==> src/rtl/caf_pkg.sv <==
package caf_pkg;

  // ----------------------------------------------------------------
  // register map
  // ----------------------------------------------------------------
  localparam logic [7:0] CAF_OFF_FMODE  = 8'h00;
  localparam logic [7:0] CAF_OFF_MASK   = 8'h04;
  localparam logic [7:0] CAF_OFF_CMP    = 8'h08;
  localparam logic [7:0] CAF_OFF_CTRL   = 8'h0C;
  localparam logic [7:0] CAF_OFF_XKIND  = 8'h10;
  localparam logic [7:0] CAF_OFF_XCTL   = 8'h14;
  localparam logic [7:0] CAF_OFF_STATUS = 8'h18;
  localparam logic [7:0] CAF_OFF_STAMP  = 8'h1C;

  // ----------------------------------------------------------------
  // reset values and field positions
  // ----------------------------------------------------------------
  localparam logic [31:0] CAF_MASK_RST  = 32'hFFFFFFFF;
  localparam logic [31:0] CAF_CMP_RST   = 32'h00000000;
  localparam logic [31:0] CAF_XCTL_RST  = 32'h00000003;
  localparam logic [31:0] CAF_XCTL_USED = 32'h00000103;
  localparam int CAF_XCTL_PIN_A = 0;
  localparam int CAF_XCTL_PIN_B = 1;
  localparam int CAF_XCTL_SLEEP = 8;
  localparam int CAF_CTRL_ONESHOT = 0;
  localparam int CAF_CTRL_CATCHUP = 1;
  localparam int CAF_CTRL_TSMODE  = 2;
  localparam int CAF_CTRL_FMT     = 3;
  localparam int CAF_CTRL_RUN     = 4;
  localparam int CAF_ST_REJECT = 0;
  localparam int CAF_ST_ASLEEP = 1;
  localparam int CAF_ST_SWALOW = 2;
  localparam int CAF_ST_GIVEUP = 3;
  // field splits for dual modes
  localparam int CAF_DSTD_SPLIT = 12;
  localparam int CAF_DEXT_SPLIT = 16;

  // ----------------------------------------------------------------
  // timing: timestamp tick of one microsecond
  // ----------------------------------------------------------------
  localparam int CAF_CLK_NS  = 20;
  localparam int CAF_TICK_NS = 1000;
  localparam int CAF_TICK_CYC = (CAF_TICK_NS + CAF_CLK_NS - 1) / CAF_CLK_NS;

  // ----------------------------------------------------------------
  // types
  // ----------------------------------------------------------------
  typedef enum logic [1:0] {
    CAF_SINGLE_STD,
    CAF_SINGLE_EXT,
    CAF_DUAL_STD,
    CAF_DUAL_EXT
  } caf_fmode_e;

  typedef enum logic [1:0] {
    CAF_KIND_HS,
    CAF_KIND_LS,
    CAF_KIND_SW,
    CAF_KIND_EXT
  } caf_xkind_e;

  localparam logic CAF_TS_TIMESTAMPED = 1'b1;
  localparam logic CAF_FMT_RELATIVE   = 1'b1;

  typedef struct packed {
    logic        ext;
    logic        rtr;
    logic [28:0] id;
    logic [3:0]  dlc;
    logic [7:0]  d0;
    logic [7:0]  d1;
  } caf_frame_s;

endpackage

==> src/rtl/caf_top.sv <==
// What this block does
// - filter decides every frame for all receivers
// - single standard: one filter, full 11-bit ID
// - single standard also compares data bytes 0,1
// - RTR field selects remote or data frames
// - single extended: full 29-bit ID plus RTR
// - dual modes: accept if either filter hits
// - dual standard: filter1 ID,RTR,byte0; filter2 ID,RTR
// - dual extended: upper 16 ID bits each
// - mask bit set means don't care
// - mask resets all ones, comparator zero
// - retry failed transmit immediately by default
// - single shot: one attempt, no retry
// - catchup only in timestamped transmit mode
// - no catchup: gap measured from actual send
// - catchup: next frame at original time
// - stamp format absolute zero, relative one
// - format change resets shared timer
// - control bits 0,1 drive mode pins
// - control word resets to three
// - sleep bit sleeps controller, clear wakes
// - remote wakeup restores word to three
// - control word only accepted for external kind
// - wakeup frame neither received nor acknowledged
`timescale 1ns/10ps
`default_nettype none
module caf_top
  import caf_pkg::*;
#(
  parameter int GAP_W = 24
) (
  input  wire logic             clk_i,          // 50 MHz clock
  input  wire logic             sys_rst_i,      // sync reset, active high
  input  wire logic [7:0]       reg_addr_i,     // register byte address
  input  wire logic [31:0]      reg_wdata_i,    // write data
  input  wire logic             reg_wr_i,       // write strobe
  input  wire logic             reg_rd_i,       // read strobe
  output logic      [31:0]      reg_rdata_o,    // read data, cycle after strobe
  input  wire caf_frame_s       rx_frame_i,     // received frame header
  input  wire logic             rx_valid_i,     // frame header valid pulse
  input  wire logic             rx_end_i,       // bus frame ended pulse
  input  wire logic             bus_wake_i,     // bus activity seen pulse
  output caf_frame_s            rx_frame_o,     // accepted frame
  output logic                  rx_accept_o,    // accepted frame pulse
  output logic                  ack_en_o,       // controller may acknowledge
  input  wire logic             tx_pending_i,   // frame waiting to send
  input  wire logic             tx_done_i,      // attempt succeeded pulse
  input  wire logic             tx_fail_i,      // attempt failed pulse
  input  wire logic [GAP_W-1:0] sched_gap_i,    // gap to next frame, ticks
  output logic                  tx_start_o,     // start attempt pulse
  output logic                  tx_drop_o,      // frame abandoned pulse
  output logic                  xcvr_pin_a_o,   // transceiver mode pin a
  output logic                  xcvr_pin_b_o,   // transceiver mode pin b
  output logic                  ctrl_sleep_o,   // controller asleep
  output logic      [31:0]      stamp_o,        // current timestamp
  output logic                  timer_clr_o,    // shared timer clear to peer
  input  wire logic             peer_clr_i      // shared timer clear from peer
);

  // ----------------------------------------------------------------
  // registers
  // ----------------------------------------------------------------
  caf_fmode_e  accept_filter_mode;
  logic [31:0] accept_mask_r;
  logic [31:0] accept_compare_r;
  logic        one_attempt_tx;
  logic        schedule_catchup;
  logic        tx_schedule_kind;
  logic        stamp_format;
  logic        comm_run_r;
  caf_xkind_e  xcvr_kind_select;
  logic [31:0] ext_xcvr_ctl_word;
  logic        reject_r;
  logic        giveup_r;
  logic        swallow_r;
  logic [31:0] timer_r;
  logic [31:0] base_r;
  logic [31:0] stamp_nxt;
  logic [31:0] due_r;
  logic [7:0]  tick_cnt_r;
  logic        tick_r;

  logic wr_fmode, wr_mask, wr_cmp, wr_ctrl, wr_xkind, wr_xctl, wr_stat;
  logic fmt_change;
  logic asleep;

  assign wr_fmode = reg_wr_i && reg_addr_i == CAF_OFF_FMODE;
  assign wr_mask  = reg_wr_i && reg_addr_i == CAF_OFF_MASK;
  assign wr_cmp   = reg_wr_i && reg_addr_i == CAF_OFF_CMP;
  assign wr_ctrl  = reg_wr_i && reg_addr_i == CAF_OFF_CTRL;
  assign wr_xkind = reg_wr_i && reg_addr_i == CAF_OFF_XKIND;
  assign wr_xctl  = reg_wr_i && reg_addr_i == CAF_OFF_XCTL;
  assign wr_stat  = reg_wr_i && reg_addr_i == CAF_OFF_STATUS;
  assign asleep   = ext_xcvr_ctl_word[CAF_XCTL_SLEEP];
  assign fmt_change = wr_ctrl && (reg_wdata_i[CAF_CTRL_FMT] != stamp_format);

  // reconfiguration is trusted to happen while stopped; writes are not gated
  // filter reset values
  always_ff @(posedge clk_i) begin
    if (sys_rst_i) begin
      accept_filter_mode <= CAF_SINGLE_STD;
      accept_mask_r      <= CAF_MASK_RST;
      accept_compare_r   <= CAF_CMP_RST;
    end else begin
      if (wr_fmode) begin
        accept_filter_mode <= caf_fmode_e'(reg_wdata_i[1:0]);
      end
      if (wr_mask) begin
        accept_mask_r <= reg_wdata_i;
      end
      if (wr_cmp) begin
        accept_compare_r <= reg_wdata_i;
      end
    end
  end

  always_ff @(posedge clk_i) begin
    if (sys_rst_i) begin
      one_attempt_tx   <= 1'b0;
      schedule_catchup <= 1'b0;
      tx_schedule_kind <= 1'b0;
      stamp_format     <= 1'b0;
      comm_run_r       <= 1'b0;
      xcvr_kind_select <= CAF_KIND_HS;
    end else begin
      if (wr_ctrl) begin
        one_attempt_tx   <= reg_wdata_i[CAF_CTRL_ONESHOT];
        schedule_catchup <= reg_wdata_i[CAF_CTRL_CATCHUP];
        tx_schedule_kind <= reg_wdata_i[CAF_CTRL_TSMODE];
        stamp_format     <= reg_wdata_i[CAF_CTRL_FMT];
        comm_run_r       <= reg_wdata_i[CAF_CTRL_RUN];
      end
      if (wr_xkind) begin
        xcvr_kind_select <= caf_xkind_e'(reg_wdata_i[1:0]);
      end
    end
  end

  // ----------------------------------------------------------------
  // external transceiver control and wakeup
  // ----------------------------------------------------------------
  // control word
  always_ff @(posedge clk_i) begin
    if (sys_rst_i) begin
      ext_xcvr_ctl_word <= CAF_XCTL_RST;
    end else if (asleep && bus_wake_i) begin
      ext_xcvr_ctl_word <= CAF_XCTL_RST;
    end else if (wr_xctl && xcvr_kind_select == CAF_KIND_EXT) begin
      ext_xcvr_ctl_word <= reg_wdata_i & CAF_XCTL_USED;
    end
  end

  // rejected write flag, set wins over write-one clear
  always_ff @(posedge clk_i) begin
    if (sys_rst_i) begin
      reject_r <= 1'b0;
    end else if (wr_xctl && xcvr_kind_select != CAF_KIND_EXT) begin
      reject_r <= 1'b1;
    end else if (wr_stat && reg_wdata_i[CAF_ST_REJECT]) begin
      reject_r <= 1'b0;
    end
  end

  // wakeup frame is swallowed until it ends
  always_ff @(posedge clk_i) begin
    if (sys_rst_i) begin
      swallow_r <= 1'b0;
    end else if (asleep && bus_wake_i) begin
      swallow_r <= 1'b1;
    end else if (rx_end_i) begin
      swallow_r <= 1'b0;
    end
  end

  // mode pins follow bits 0 and 1
  always_ff @(posedge clk_i) begin
    if (sys_rst_i) begin
      xcvr_pin_a_o <= CAF_XCTL_RST[CAF_XCTL_PIN_A];
      xcvr_pin_b_o <= CAF_XCTL_RST[CAF_XCTL_PIN_B];
      ctrl_sleep_o <= CAF_XCTL_RST[CAF_XCTL_SLEEP];
      ack_en_o     <= 1'b1;
    end else begin
      xcvr_pin_a_o <= ext_xcvr_ctl_word[CAF_XCTL_PIN_A];
      xcvr_pin_b_o <= ext_xcvr_ctl_word[CAF_XCTL_PIN_B];
      ctrl_sleep_o <= asleep;
      ack_en_o     <= !asleep && !swallow_r && !(asleep && bus_wake_i);
    end
  end

  // ----------------------------------------------------------------
  // acceptance filter
  // ----------------------------------------------------------------
  logic [31:0] probe;
  logic [31:0] eq;
  logic        hit;

  // field layout per mode, same for mask and comparator
  // reserved probe bits are zero so a zero comparator matches
  always_comb begin
    probe = 32'h00000000;
    unique case (accept_filter_mode)
      CAF_SINGLE_STD: probe = {rx_frame_i.id[10:0], rx_frame_i.rtr, 4'h0,
                               rx_frame_i.d0, rx_frame_i.d1};
      CAF_SINGLE_EXT: probe = {rx_frame_i.id, rx_frame_i.rtr, 2'h0};
      CAF_DUAL_STD:   probe = {rx_frame_i.id[10:0], rx_frame_i.rtr, rx_frame_i.d0,
                               rx_frame_i.id[10:0], rx_frame_i.rtr};
      CAF_DUAL_EXT:   probe = {rx_frame_i.id[28:13], rx_frame_i.id[28:13]};
    endcase
  end

  // set mask bit forces a match
  // rtr compared like any other bit
  assign eq = accept_mask_r | ~(probe ^ accept_compare_r);

  always_comb begin
    hit = 1'b0;
    unique case (accept_filter_mode)
      CAF_SINGLE_STD: hit = !rx_frame_i.ext && (&eq);
      CAF_SINGLE_EXT: hit = rx_frame_i.ext && (&eq);
      CAF_DUAL_STD:   hit = !rx_frame_i.ext && ((&eq[31:CAF_DSTD_SPLIT]) ||
                                                (&eq[CAF_DSTD_SPLIT-1:0]));
      CAF_DUAL_EXT:   hit = rx_frame_i.ext && ((&eq[31:CAF_DEXT_SPLIT]) ||
                                               (&eq[CAF_DEXT_SPLIT-1:0]));
    endcase
  end

  // one decision feeds every downstream receiver
  always_ff @(posedge clk_i) begin
    if (sys_rst_i) begin
      rx_accept_o <= 1'b0;
      rx_frame_o  <= '0;
    end else begin
      rx_accept_o <= rx_valid_i && hit && comm_run_r && !asleep && !swallow_r
                     && !bus_wake_i;
      if (rx_valid_i) begin
        rx_frame_o <= rx_frame_i;
      end
    end
  end

  // ----------------------------------------------------------------
  // shared timer and timestamp
  // ----------------------------------------------------------------
  // tick divider; a long tick keeps the 32-bit stamp from wrapping soon
  always_ff @(posedge clk_i) begin
    if (sys_rst_i || fmt_change || peer_clr_i) begin
      tick_cnt_r <= 8'h00;
      tick_r     <= 1'b0;
    end else if (tick_cnt_r == 8'(CAF_TICK_CYC - 1)) begin
      tick_cnt_r <= 8'h00;
      tick_r     <= 1'b1;
    end else begin
      tick_cnt_r <= tick_cnt_r + 8'h01;
      tick_r     <= 1'b0;
    end
  end

  // format change clears the timer here and at the peer
  always_ff @(posedge clk_i) begin
    if (sys_rst_i || fmt_change || peer_clr_i) begin
      timer_r <= 32'h00000000;
    end else if (tick_r) begin
      timer_r <= timer_r + 32'h00000001;
    end
  end

  always_ff @(posedge clk_i) begin
    if (sys_rst_i) begin
      timer_clr_o <= 1'b0;
    end else begin
      timer_clr_o <= fmt_change;
    end
  end

  // relative base is caught when communication starts
  always_ff @(posedge clk_i) begin
    if (sys_rst_i || fmt_change || peer_clr_i) begin
      base_r <= 32'h00000000;
    end else if (wr_ctrl && reg_wdata_i[CAF_CTRL_RUN] && !comm_run_r) begin
      base_r <= timer_r;
    end
  end

  assign stamp_nxt = (stamp_format == CAF_FMT_RELATIVE) ? timer_r - base_r : timer_r;

  always_ff @(posedge clk_i) begin
    if (sys_rst_i) begin
      stamp_o <= 32'h00000000;
    end else begin
      stamp_o <= stamp_nxt;
    end
  end

  // ----------------------------------------------------------------
  // transmit attempts and schedule
  // ----------------------------------------------------------------
  typedef enum logic {CAF_TX_IDLE, CAF_TX_BUSY} caf_txst_e;
  caf_txst_e tx_st;
  logic      due_ok;
  logic      go;

  // the schedule only holds frames in timestamped mode
  assign due_ok = (tx_schedule_kind != CAF_TS_TIMESTAMPED) || (timer_r >= due_r);
  assign go     = tx_pending_i && comm_run_r && !asleep && due_ok;

  always_ff @(posedge clk_i) begin
    if (sys_rst_i) begin
      tx_st      <= CAF_TX_IDLE;
      tx_start_o <= 1'b0;
      tx_drop_o  <= 1'b0;
    end else begin
      tx_start_o <= 1'b0;
      tx_drop_o  <= 1'b0;
      unique case (tx_st)
        CAF_TX_IDLE: begin
          if (go) begin
            tx_start_o <= 1'b1;
            tx_st      <= CAF_TX_BUSY;
          end
        end
        CAF_TX_BUSY: begin
          if (tx_done_i) begin
            tx_st <= CAF_TX_IDLE;
          end else if (tx_fail_i) begin
            if (one_attempt_tx) begin
              tx_drop_o <= 1'b1;
              tx_st     <= CAF_TX_IDLE;
            end else begin
              tx_start_o <= 1'b1;
            end
          end
        end
      endcase
    end
  end

  always_ff @(posedge clk_i) begin
    if (sys_rst_i) begin
      giveup_r <= 1'b0;
    end else if (tx_st == CAF_TX_BUSY && tx_fail_i && one_attempt_tx) begin
      giveup_r <= 1'b1;
    end else if (wr_stat && reg_wdata_i[CAF_ST_GIVEUP]) begin
      giveup_r <= 1'b0;
    end
  end

  // due time of the next scheduled frame
  always_ff @(posedge clk_i) begin
    if (sys_rst_i) begin
      due_r <= 32'h00000000;
    end else if (wr_ctrl && reg_wdata_i[CAF_CTRL_RUN] && !comm_run_r) begin
      due_r <= timer_r;
    end else if (tx_st == CAF_TX_BUSY && tx_done_i) begin
      if (schedule_catchup) begin
        due_r <= due_r + 32'(sched_gap_i);
      end else begin
        // gap counts from the actual send
        due_r <= timer_r + 32'(sched_gap_i);
      end
    end
  end

  // ----------------------------------------------------------------
  // register read
  // ----------------------------------------------------------------
  always_ff @(posedge clk_i) begin
    if (sys_rst_i) begin
      reg_rdata_o <= 32'h00000000;
    end else if (reg_rd_i) begin
      unique case (reg_addr_i)
        CAF_OFF_FMODE:  reg_rdata_o <= {30'h0, accept_filter_mode};
        CAF_OFF_MASK:   reg_rdata_o <= accept_mask_r;
        CAF_OFF_CMP:    reg_rdata_o <= accept_compare_r;
        CAF_OFF_CTRL:   reg_rdata_o <= {27'h0, comm_run_r, stamp_format,
                                        tx_schedule_kind, schedule_catchup,
                                        one_attempt_tx};
        CAF_OFF_XKIND:  reg_rdata_o <= {30'h0, xcvr_kind_select};
        CAF_OFF_XCTL:   reg_rdata_o <= ext_xcvr_ctl_word;
        CAF_OFF_STATUS: reg_rdata_o <= {28'h0, giveup_r, swallow_r, asleep, reject_r};
        CAF_OFF_STAMP:  reg_rdata_o <= stamp_nxt;
        default:        reg_rdata_o <= 32'h00000000;
      endcase
    end else begin
      reg_rdata_o <= 32'h00000000;
    end
  end

  // ----------------------------------------------------------------
  // checks
  // ----------------------------------------------------------------
  a_filter_reset: assert property (@(posedge clk_i)
    $fell(sys_rst_i) |-> accept_mask_r == CAF_MASK_RST && accept_compare_r == CAF_CMP_RST)
    else $error("filter not at reset values");

  a_sleep_withhold: assert property (@(posedge clk_i) disable iff (sys_rst_i)
    rx_accept_o |-> !$past(asleep) && !$past(swallow_r))
    else $error("frame accepted while asleep or swallowing");

  a_dual_either: assert property (@(posedge clk_i) disable iff (sys_rst_i)
    rx_valid_i && comm_run_r && !asleep && !swallow_r && !bus_wake_i && !rx_frame_i.ext
    && accept_filter_mode == CAF_DUAL_STD
    && (&eq[CAF_DSTD_SPLIT-1:0]) |=> rx_accept_o)
    else $error("dual filter hit not accepted");

  a_retry_now: assert property (@(posedge clk_i) disable iff (sys_rst_i)
    tx_st == CAF_TX_BUSY && tx_fail_i && !tx_done_i && !one_attempt_tx
    |=> tx_start_o && tx_st == CAF_TX_BUSY)
    else $error("failed frame not retried at once");

  a_one_attempt: assert property (@(posedge clk_i) disable iff (sys_rst_i)
    tx_st == CAF_TX_BUSY && tx_fail_i && !tx_done_i && one_attempt_tx
    |=> tx_drop_o && !tx_start_o ##1 !tx_start_o)
    else $error("single shot frame retried");

  a_wake_restore: assert property (@(posedge clk_i) disable iff (sys_rst_i)
    asleep && bus_wake_i |=> ext_xcvr_ctl_word == CAF_XCTL_RST ##1 xcvr_pin_a_o
    && xcvr_pin_b_o && !ctrl_sleep_o)
    else $error("remote wakeup did not restore control word");

  a_xctl_refuse: assert property (@(posedge clk_i) disable iff (sys_rst_i)
    wr_xctl && xcvr_kind_select != CAF_KIND_EXT && !(asleep && bus_wake_i)
    |=> $stable(ext_xcvr_ctl_word) && reject_r)
    else $error("control word taken for internal transceiver");

  a_pin_follow: assert property (@(posedge clk_i) disable iff (sys_rst_i)
    wr_xctl && xcvr_kind_select == CAF_KIND_EXT && !(asleep && bus_wake_i)
    |=> ##1 xcvr_pin_a_o == $past(reg_wdata_i[CAF_XCTL_PIN_A], 2)
    && xcvr_pin_b_o == $past(reg_wdata_i[CAF_XCTL_PIN_B], 2))
    else $error("mode pins do not follow control word");

  a_fmt_clears: assert property (@(posedge clk_i) disable iff (sys_rst_i)
    fmt_change |=> timer_r == 32'h00000000 && timer_clr_o)
    else $error("format change did not clear timer");

  a_catchup_due: assert property (@(posedge clk_i) disable iff (sys_rst_i)
    tx_st == CAF_TX_BUSY && tx_done_i && schedule_catchup && !wr_ctrl
    |=> due_r == $past(due_r) + 32'($past(sched_gap_i)))
    else $error("catchup due time not on original timeline");

endmodule
`default_nettype wire

==> config.mk <==
export PLATFORM = sky130hd
export DESIGN_NAME = caf_top
export DESIGN_NICKNAME = d
export VERILOG_FILES = /design/src/rtl/caf_pkg.sv /design/src/rtl/caf_top.sv
export SDC_FILE = /design/constraint.sdc
export NUM_CORES = 1
export LEC_CHECK = 0
export CELL_PAD_IN_SITES_DETAIL_PLACEMENT = 0
export CELL_PAD_IN_SITES_GLOBAL_PLACEMENT = 1
export CORE_ASPECT_RATIO = 1.2
export CORE_MARGIN = 2
export CORE_UTILIZATION = 49
export CTS_BUF_LIST = sky130_fd_sc_hd__clkbuf_4
export CTS_CLUSTER_DIAMETER = 200
export DETAILED_ROUTE_END_ITERATION = 12
export DONT_BUFFER_PORTS = 1
export HOLD_SLACK_MARGIN = 0.15
export PLACE_DENSITY = 0.8
export SLEW_MARGIN = 20
export SYNTH_ARGS = -nofsm -noshare
export SYNTH_HDL_FRONTEND = slang
export SYNTH_SLANG_ARGS = --single-unit
==> constraint.sdc <==
create_clock -name clk_i -period 4.4 [get_ports clk_i]
set_input_delay 0.22 -clock clk_i [delete_from_list [all_inputs] [get_ports clk_i]]
set_output_delay 0.22 -clock clk_i [all_outputs]
set_load 0.02 [all_outputs]
==> summary.txt, run 1 <==
Drt
  – Via density: 5.88
  – DRT Pass-1 Iters: 8
  – DRT iter0 DRCs: between 1500 and 2000
  – DRC: 0
  – Via count: 16800
  – Antenna-violating nets left: 0
  – WL per Instance: 21.0 µm
  – Routed WL: between 50000 and 60000 µm

Critical path
  – Flop2flop setup slack: 0.19 ns
  – Critical path type: reg2reg
  – Crit path capture type: flip-flop
  – Worst setup SP type: flip-flop
  – Worst R2R Start: schedule_catchup
  – WP data arrival: 4.89 ns
  – Worst R2R End: due_r[3]
  – FF-to-FF path depth: 11
  – Worst EP required: 5.09 ns
  – CP Max Fanout: 15

Clock tree
  – CTS tree: yes
  – CTS root buf: clkbuf_4
  – CTS clk-pin slew, worst paths: 0.07 ns
  – Deepest clock path buffer count: 3
  – # clock sinks: 308
  – Postcts setup bufs: 0
  – H-Tree Depth: 3
  – Worst-Skew Late Latency: 0.78 ns
  – Num CTS Buffers: 80

Logic synthesis
  – Synth Instances: 2074
  – Synth cell count leaders: nand2_1, dfxtp_1, nor2_1
  – Register bit total from synthesis: ~300
  – Avg Cell Area, Syn: 8.11 µm²
  – Dominant cells by area after synthesis: dfxtp_1, nand2_1, ha_1
  – Mapped Area: 16800 µm²
  – Post-Syn Nets: between 2000 and 2500
  – Distinct cells, synth: 75
  – Prevailing post-synth register cell: dfxtp_1
  – Area leader, netlist: dfxtp_1
  – Synth warn: 0
  – Post-synth EDFFs: 0
  – Synth async-reset ratio: 0%
  – Share of the synthesized area in the top cell type: roughly 37%
  – Most common cell in the netlist: nand2_1
  – Post-synthesis sequential area ratio: 36.6%

Hold path
  – Hold crit path type: in2reg
  – WHS Path Cells: 3
  – WHS Endpoint: accept_compare_r[23]
  – HP Start: reg_wdata_i[23]

Pwr
  – Leakage power: ~8.2 nW
  – PwrDens: ~280 nW/µm²
  – Sequential power share: 48.9%
  – P_sw: 1.50 mW
  – Clk pwr share: 44.0%
  – Worst vdd ir: 0.000155 V
  – Internal power: 4.39 mW
  – Logic pwr share: 7.1%
  – Net Sw Frac: 25.4%

STA
  – Fmax: 238 MHz
  – Worst-Margin Slew: about 0.89 ns
  – Unrepaired setup endpoints after global routing: no
  – Setup TNS: 0 ns
  – Layout Skew: 0.0635 ns
  – Slew headroom: between 40% and 50%
  – Max Slew Vio Count: 0
  – Fin crit period: 4.21 ns
  – Final setup fails: 0
  – Final Hold Fails: 0
  – Final period utilization: between 90 and 100%

Die
  – Area of the die: 35800 µm²
  – Row count: 74
  – Die X: approximately 170 µm
  – Core box area: 34000 µm²
  – Chip Height: 207 µm
  – Initial Util: 49.5%
  – Boundary pin count: 249

Place
  – Placed cells: 2441
  – Port bufs: 0
  – Routability cong.: 0.943
  – HPWL Detailed: 37800 µm

GRT
  – Vias in the first global route: between 15000 and 20000
  – Antenna violations before repair: 5
  – GRT Util Overall: 32.8%
  – Congestion Overflow GR: 0
  – Pin count of the biggest net entering global routing: 160
  – First-pass GRT wire length: 93000 µm

Job
  – MaxCap Viol Count: 0

Cells and area
  – Share of layout cells above drive strength 1: 8.78%
  – Post-Layout Cell Count: 2854
  – Area Overhead vs Synth: 24.7%
  – Nets: roughly 2600

Outcome
  – Run status: finished clean
==> layout make-up <==
cell class	instances	area, µm²
multi-input combinational	1549	9840
fill	2976	13000
inverter	92	345
clock inverter	23	171
sequential	308	6170
timing repair buffer	309	3020
antenna	5	12.5
tap	456	571
clock buffer	112	841
==> routing by layer <==
| metal | GRT usage (%) | vias up | wire (µm) |
|---|---|---|---|
| met5 | 0 | - | 14 |
| met4 | 21.1 | 2 | 3870 |
| met3 | 8.42 | 242 | 5330 |
| met2 | 55.2 | 853 | 27800 |
| met1 | 37.4 | 7879 | 22800 |
| li1 | - | 7810 | - |
==> registers in the layout, summed over array words and instances (netlist names), 2 cells and up <==
register,count
rx_frame_o,51
accept_compare_r,32
accept_mask_r,32
base_r,32
due_r,32
reg_rdata_o,32
stamp_o,32
timer_r,32
tick_cnt_r,8
ext_xcvr_ctl_word,3
accept_filter_mode,2
xcvr_kind_select,2
==> per-stage QoR <==
stage / hold WS, ns / cell area [µm²] / worst slack [ns] / utilization (%) / power (mW)
CTS: 0.152 / 21000 / 0.124 / 61.7 / 5.87
floorplan: 0.344 / 16800 / 0.441 / - / 3.09
global placement: 0.306 / 17200 / 0.680 / 50.6 / 3.09
detailed placement: 0.306 / 17200 / 0.593 / 50.6 / 3.10
finish: 0.193 / 21000 / 0.194 / 61.7 / 5.89
global route: 0.166 / 21000 / 0.00480 / 61.7 / 6.11
==> logic make-up (layout without fill, tap and decap cells) <==
family                     Yosys count  after routing  synth area share, %
and+or+nand+nor                    745            745                 19.5
AOI/OAI and AO/OA                  470            470                 17.6
DFF                                308            308                 36.6
buffers and inverters              217            536                 4.97
muxes                              126            126                 8.32
xor gates and xnor gates           116            116                 6.04
adders and majority gates           92             92                 6.93
other                                0              5                    0
==> worst max-delay path by stage <==
| stage | start | to | slack, ns | cells past startpoint |
|---|---|---|---|---|
| finish | schedule_catchup | due_r[3] | 0.19 | 11 |
| floorplan | schedule_catchup | due_r[24] | 0.44 | 20 |
| detailed placement | schedule_catchup | due_r[27] | 0.59 | 11 |
| global route | timer_r[0] | due_r[18] | 0.005 | 16 |
| global placement | schedule_catchup | due_r[27] | 0.68 | 11 |
| CTS | schedule_catchup | due_r[13] | 0.12 | 15 |
==> cell usage in the layout (no fill, tap or decap), drive strengths merged, types with 14 or more instances in the layout <==
| cell | instances |
|---|---|
| a221oi | 14 |
| xnor2 | 56 |
| buf | 37 |
| nand3 | 87 |
| ha | 90 |
| a22oi | 21 |
| a21oi | 188 |
| and2 | 14 |
| o21a | 18 |
| xor2 | 60 |
| o22ai | 19 |
| clkinv | 19 |
| a211oi | 15 |
| nand4 | 24 |
| clkbuf | 112 |
| mux2i | 96 |
| a21o | 26 |
| mux2 | 21 |
| a31oi | 14 |
| nand2b | 14 |
| o21ai | 81 |
| nand2 | 316 |
| dlygate4sd3 | 272 |
| nor2 | 204 |
| inv | 92 |
| nor3 | 19 |
| nor2b | 24 |
| dfxtp | 308 |
==> power by group through the flow <==
stage	clock, mW	sequential, mW	combinational, mW
floorplan	0	2.93	0.162
global placement	0	2.93	0.156
detailed placement	0	2.93	0.160
CTS	2.60	2.87	0.393
global route	2.79	2.88	0.441
finish	2.59	2.88	0.418
==> critical path, stage by stage, from the launching register on <==
cell	delay (ns)
dfxtp_4	0.46
mux2i_2	0.30
inv_1	0.08
ha_1	0.29
a211oi_1	0.33
dlygate4sd3_1	0.61
o21ai_0	0.08
dlygate4sd3_1	0.57
o221a_2	0.22
dlygate4sd3_1	0.55
nor3_1	0.12
dlygate4sd3_1	0.56
==> repair_timing <==
item | in CTS | in global routing
resized for setup | 0 | 3
setup endpoints to repair | 0 | 2
hold endpoints to repair | 287 | 0
hold buffers | 273 | 0
Power figures use the tool's default switching activity.
==> inputs of run 2 (changes only) <==
==> constraint.sdc (replaced) <==
create_clock -name clk_i -period 4.4 [get_ports clk_i]
set_input_delay 0.66 -clock clk_i [delete_from_list [all_inputs] [get_ports clk_i]]
set_output_delay 0.66 -clock clk_i [all_outputs]
set_load 0.02 [all_outputs]
==> run 2 against run 1 <==
Clock skew shrank 0.028 ns. Largest cell class unchanged. Clock-buffer cell count shrank 5. Fmax grew 9.2%. Critical path depth grew 1. Sequential power is essentially flat.
==> summary.txt, run 2 (synthesis results as in run 1) <==
Pwr
  – Leakage power: 7.56 nW
  – Tot Pwr: 5.82 mW
  – P_sw: 1.42 mW
  – Sequential power share: 49.4%
  – Net Sw Frac: 24.4%
  – Logic pwr share: 5.5%
  – PwrDens: approximately 300 nW/µm²
  – Worst vdd ir: about 0.00014 V
  – Internal power: 4.40 mW
  – Clk pwr share: 45.1%

Critical path
  – Worst EP required: 5.06 ns
  – Crit path max-delay cell type: dfxtp_2
  – Crit path capture type: flip-flop
  – Crit-path max cell delay: 0.73 ns
  – Worst setup SP type: flip-flop
  – WP data arrival: around 4.5 ns
  – Critical path type: reg2reg
  – CP Max Fanout: 24
  – Worst-path cell chain: mux2_2, ha_1, nor2b_1, o31a_1, o311ai_1, a211oi_1, o21a_1, o21a_1, mux2_1, o21ai_1, o21ai_1, nor2_1
  – Largest delay share family, worst path: compound AO/OA/AOI/OAI gates
  – CP Buf/Inv Count: 0

Die
  – Core box area: 34000 µm²
  – Row count: 74
  – Die X: 173 µm
  – Boundary pin count: 249
  – Area of the die: 35800 µm²
  – Chip Height: between 200 and 250 µm
  – Initial Util: between 40 and 50%

GRT
  – Pin count of the biggest net entering global routing: between 150 and 200
  – Congestion Overflow GR: 0
  – Antenna violations before repair: 2
  – Vias in the first global route: 15300
  – GRT Util Overall: about 30%
  – First-pass GRT wire length: 85500 µm

Clock tree
  – H-Tree Depth: 3
  – CTS root buf: clkbuf_4
  – Deepest clock path buffer count: 3
  – # clock sinks: 308
  – CTS clk-pin slew, worst paths: 0.06 ns
  – Worst-Skew Late Latency: 0.74 ns
  – Num CTS Buffers: a little under 80
  – CTS tree: yes

STA
  – Final period utilization: ~90%
  – Fin crit period: ~3.9 ns
  – Setup TNS: 0 ns
  – Worst Slack Setup Final: 0.548 ns
  – Final Hold Fails: 0
  – Unrepaired setup endpoints after global routing: no
  – Worst-Margin Slew: 0.736 ns
  – Final setup fails: 0
  – Slew headroom: 50.9%
  – Fmax: 260 MHz
  – Max Slew Vio Count: 0
  – Layout Skew: roughly 0.035 ns

Cells and area
  – Share of layout cells above drive strength 1: a little under a tenth
  – Layout Utilization: 57.5%
  – Design area: 19600 µm²
  – Most frequent cells in the layout: nand2_1, dfxtp_1, nor2_1
  – Commonest non-fill, non-tap cell in the layout: nand2_1
  – Fillers: around 3100
  – Area Overhead vs Synth: 16.2%
  – Biggest register: rx_frame_o
  – Nets: approximately 2400
  – Max reg flops: 51

Place
  – HPWL Detailed: 37500 µm
  – Post-placement cell area: 17200 µm²
  – Port bufs: 0
  – Placement Setup Slack: 0.550 ns
  – Routability cong.: 0.931

Drt
  – Via count: 15700
  – Routed WL: 54900 µm
  – Antenna-violating nets left: 0
  – DRT Pass-1 Iters: 6
  – WL per Instance: between 20 and 25 µm
  – DRT iter0 DRCs: ~1200
  – Via density: 5.81
  – DRC: 0

Job
  – MaxCap Viol Count: 0

Outcome
  – Run status: finished clean

Hold path
  – Hold crit path type: in2reg
## run 2: cell types whose count changed in the layout (fill, tap and decap cells not counted), moves of 2 or more
| cell | previous run | this run |
|---|---|---|
| buf_12 | 0 | 2 |
| dlygate4sd3_1 | 272 | 126 |
| clkinv_1 | 17 | 19 |
| diode_2 | 5 | 2 |
| buf_4 | 36 | 33 |
| clkbuf_4 | 112 | 107 |
| bufinv_16 | 3 | 5 |
## run 2: worst reg2reg max path, cell delays in order (launching register included)
cell and delay (ns):
dfxtp_2 0.73, mux2_2 0.41, ha_1 0.32, nor2b_1 0.16, o31a_1 0.26, o311ai_1 0.51, a211oi_1 0.22, o21a_1 0.22
o21a_1 0.32, mux2_1 0.36, o21ai_1 0.11, o21ai_1 0.07, nor2_1 0.08
## run 2: what timing repair did
item	CTS	global route
hold endpoints to repair	191	0
setup buffers	0	0
hold buffers	128	0
gates resized for setup	0	0
## run 2: layer usage
layer	share of wire [%]	global-route usage [%]
met3	7.3	6.67
met2	47	51.3
met4	5.0	17.4
met1	40	34.8
met5	0.033	0
## run 2: final timing paths
path	cells after the start	end	slack, ns	from
setup / recovery	12	due_r[24]	0.55	schedule_catchup
hold / removal	4	reg_rdata_o[8]	0.24	reg_addr_i[3]
setup reg to reg	12	due_r[24]	0.55	schedule_catchup
hold reg to reg	2	base_r[4]	0.45	base_r[4]
## run 2: power by group through the flow
stage	clock network [mW]	logic [mW]	registers (mW)
4_1_cts	2.67	0.308	2.87
3_3_place_gp	0	0.157	2.93
2_1_floorplan	0	0.162	2.93
6_report	2.63	0.320	2.88
5_1_grt	2.83	0.340	2.88
3_5_place_dp	0	0.160	2.93
## run 2: final cells by class
class / count / area [µm²] / area share (%)
Antenna cell: 2 / 5.00 / 0.0256
Clock buffer: 107 / 803 / 4.11
Clock inverter: 28 / 245 / 1.25
Inverter: 92 / 345 / 1.77
Multi-Input combinational cell: 1549 / 9840 / 50.3
Sequential cell: 308 / 6170 / 31.6
Tap cell: 456 / 571 / 2.92
Timing Repair Buffer: 162 / 1580 / 8.06
## run 2: metrics by stage
step	hold slack (ns)	cells
4_1_cts	0.154	2702
5_1_grt	0.210	2703
6_report	0.237	2704
3_5_place_dp	0.446	2439
2_1_floorplan	0.433	2074
3_3_place_gp	0.442	2439
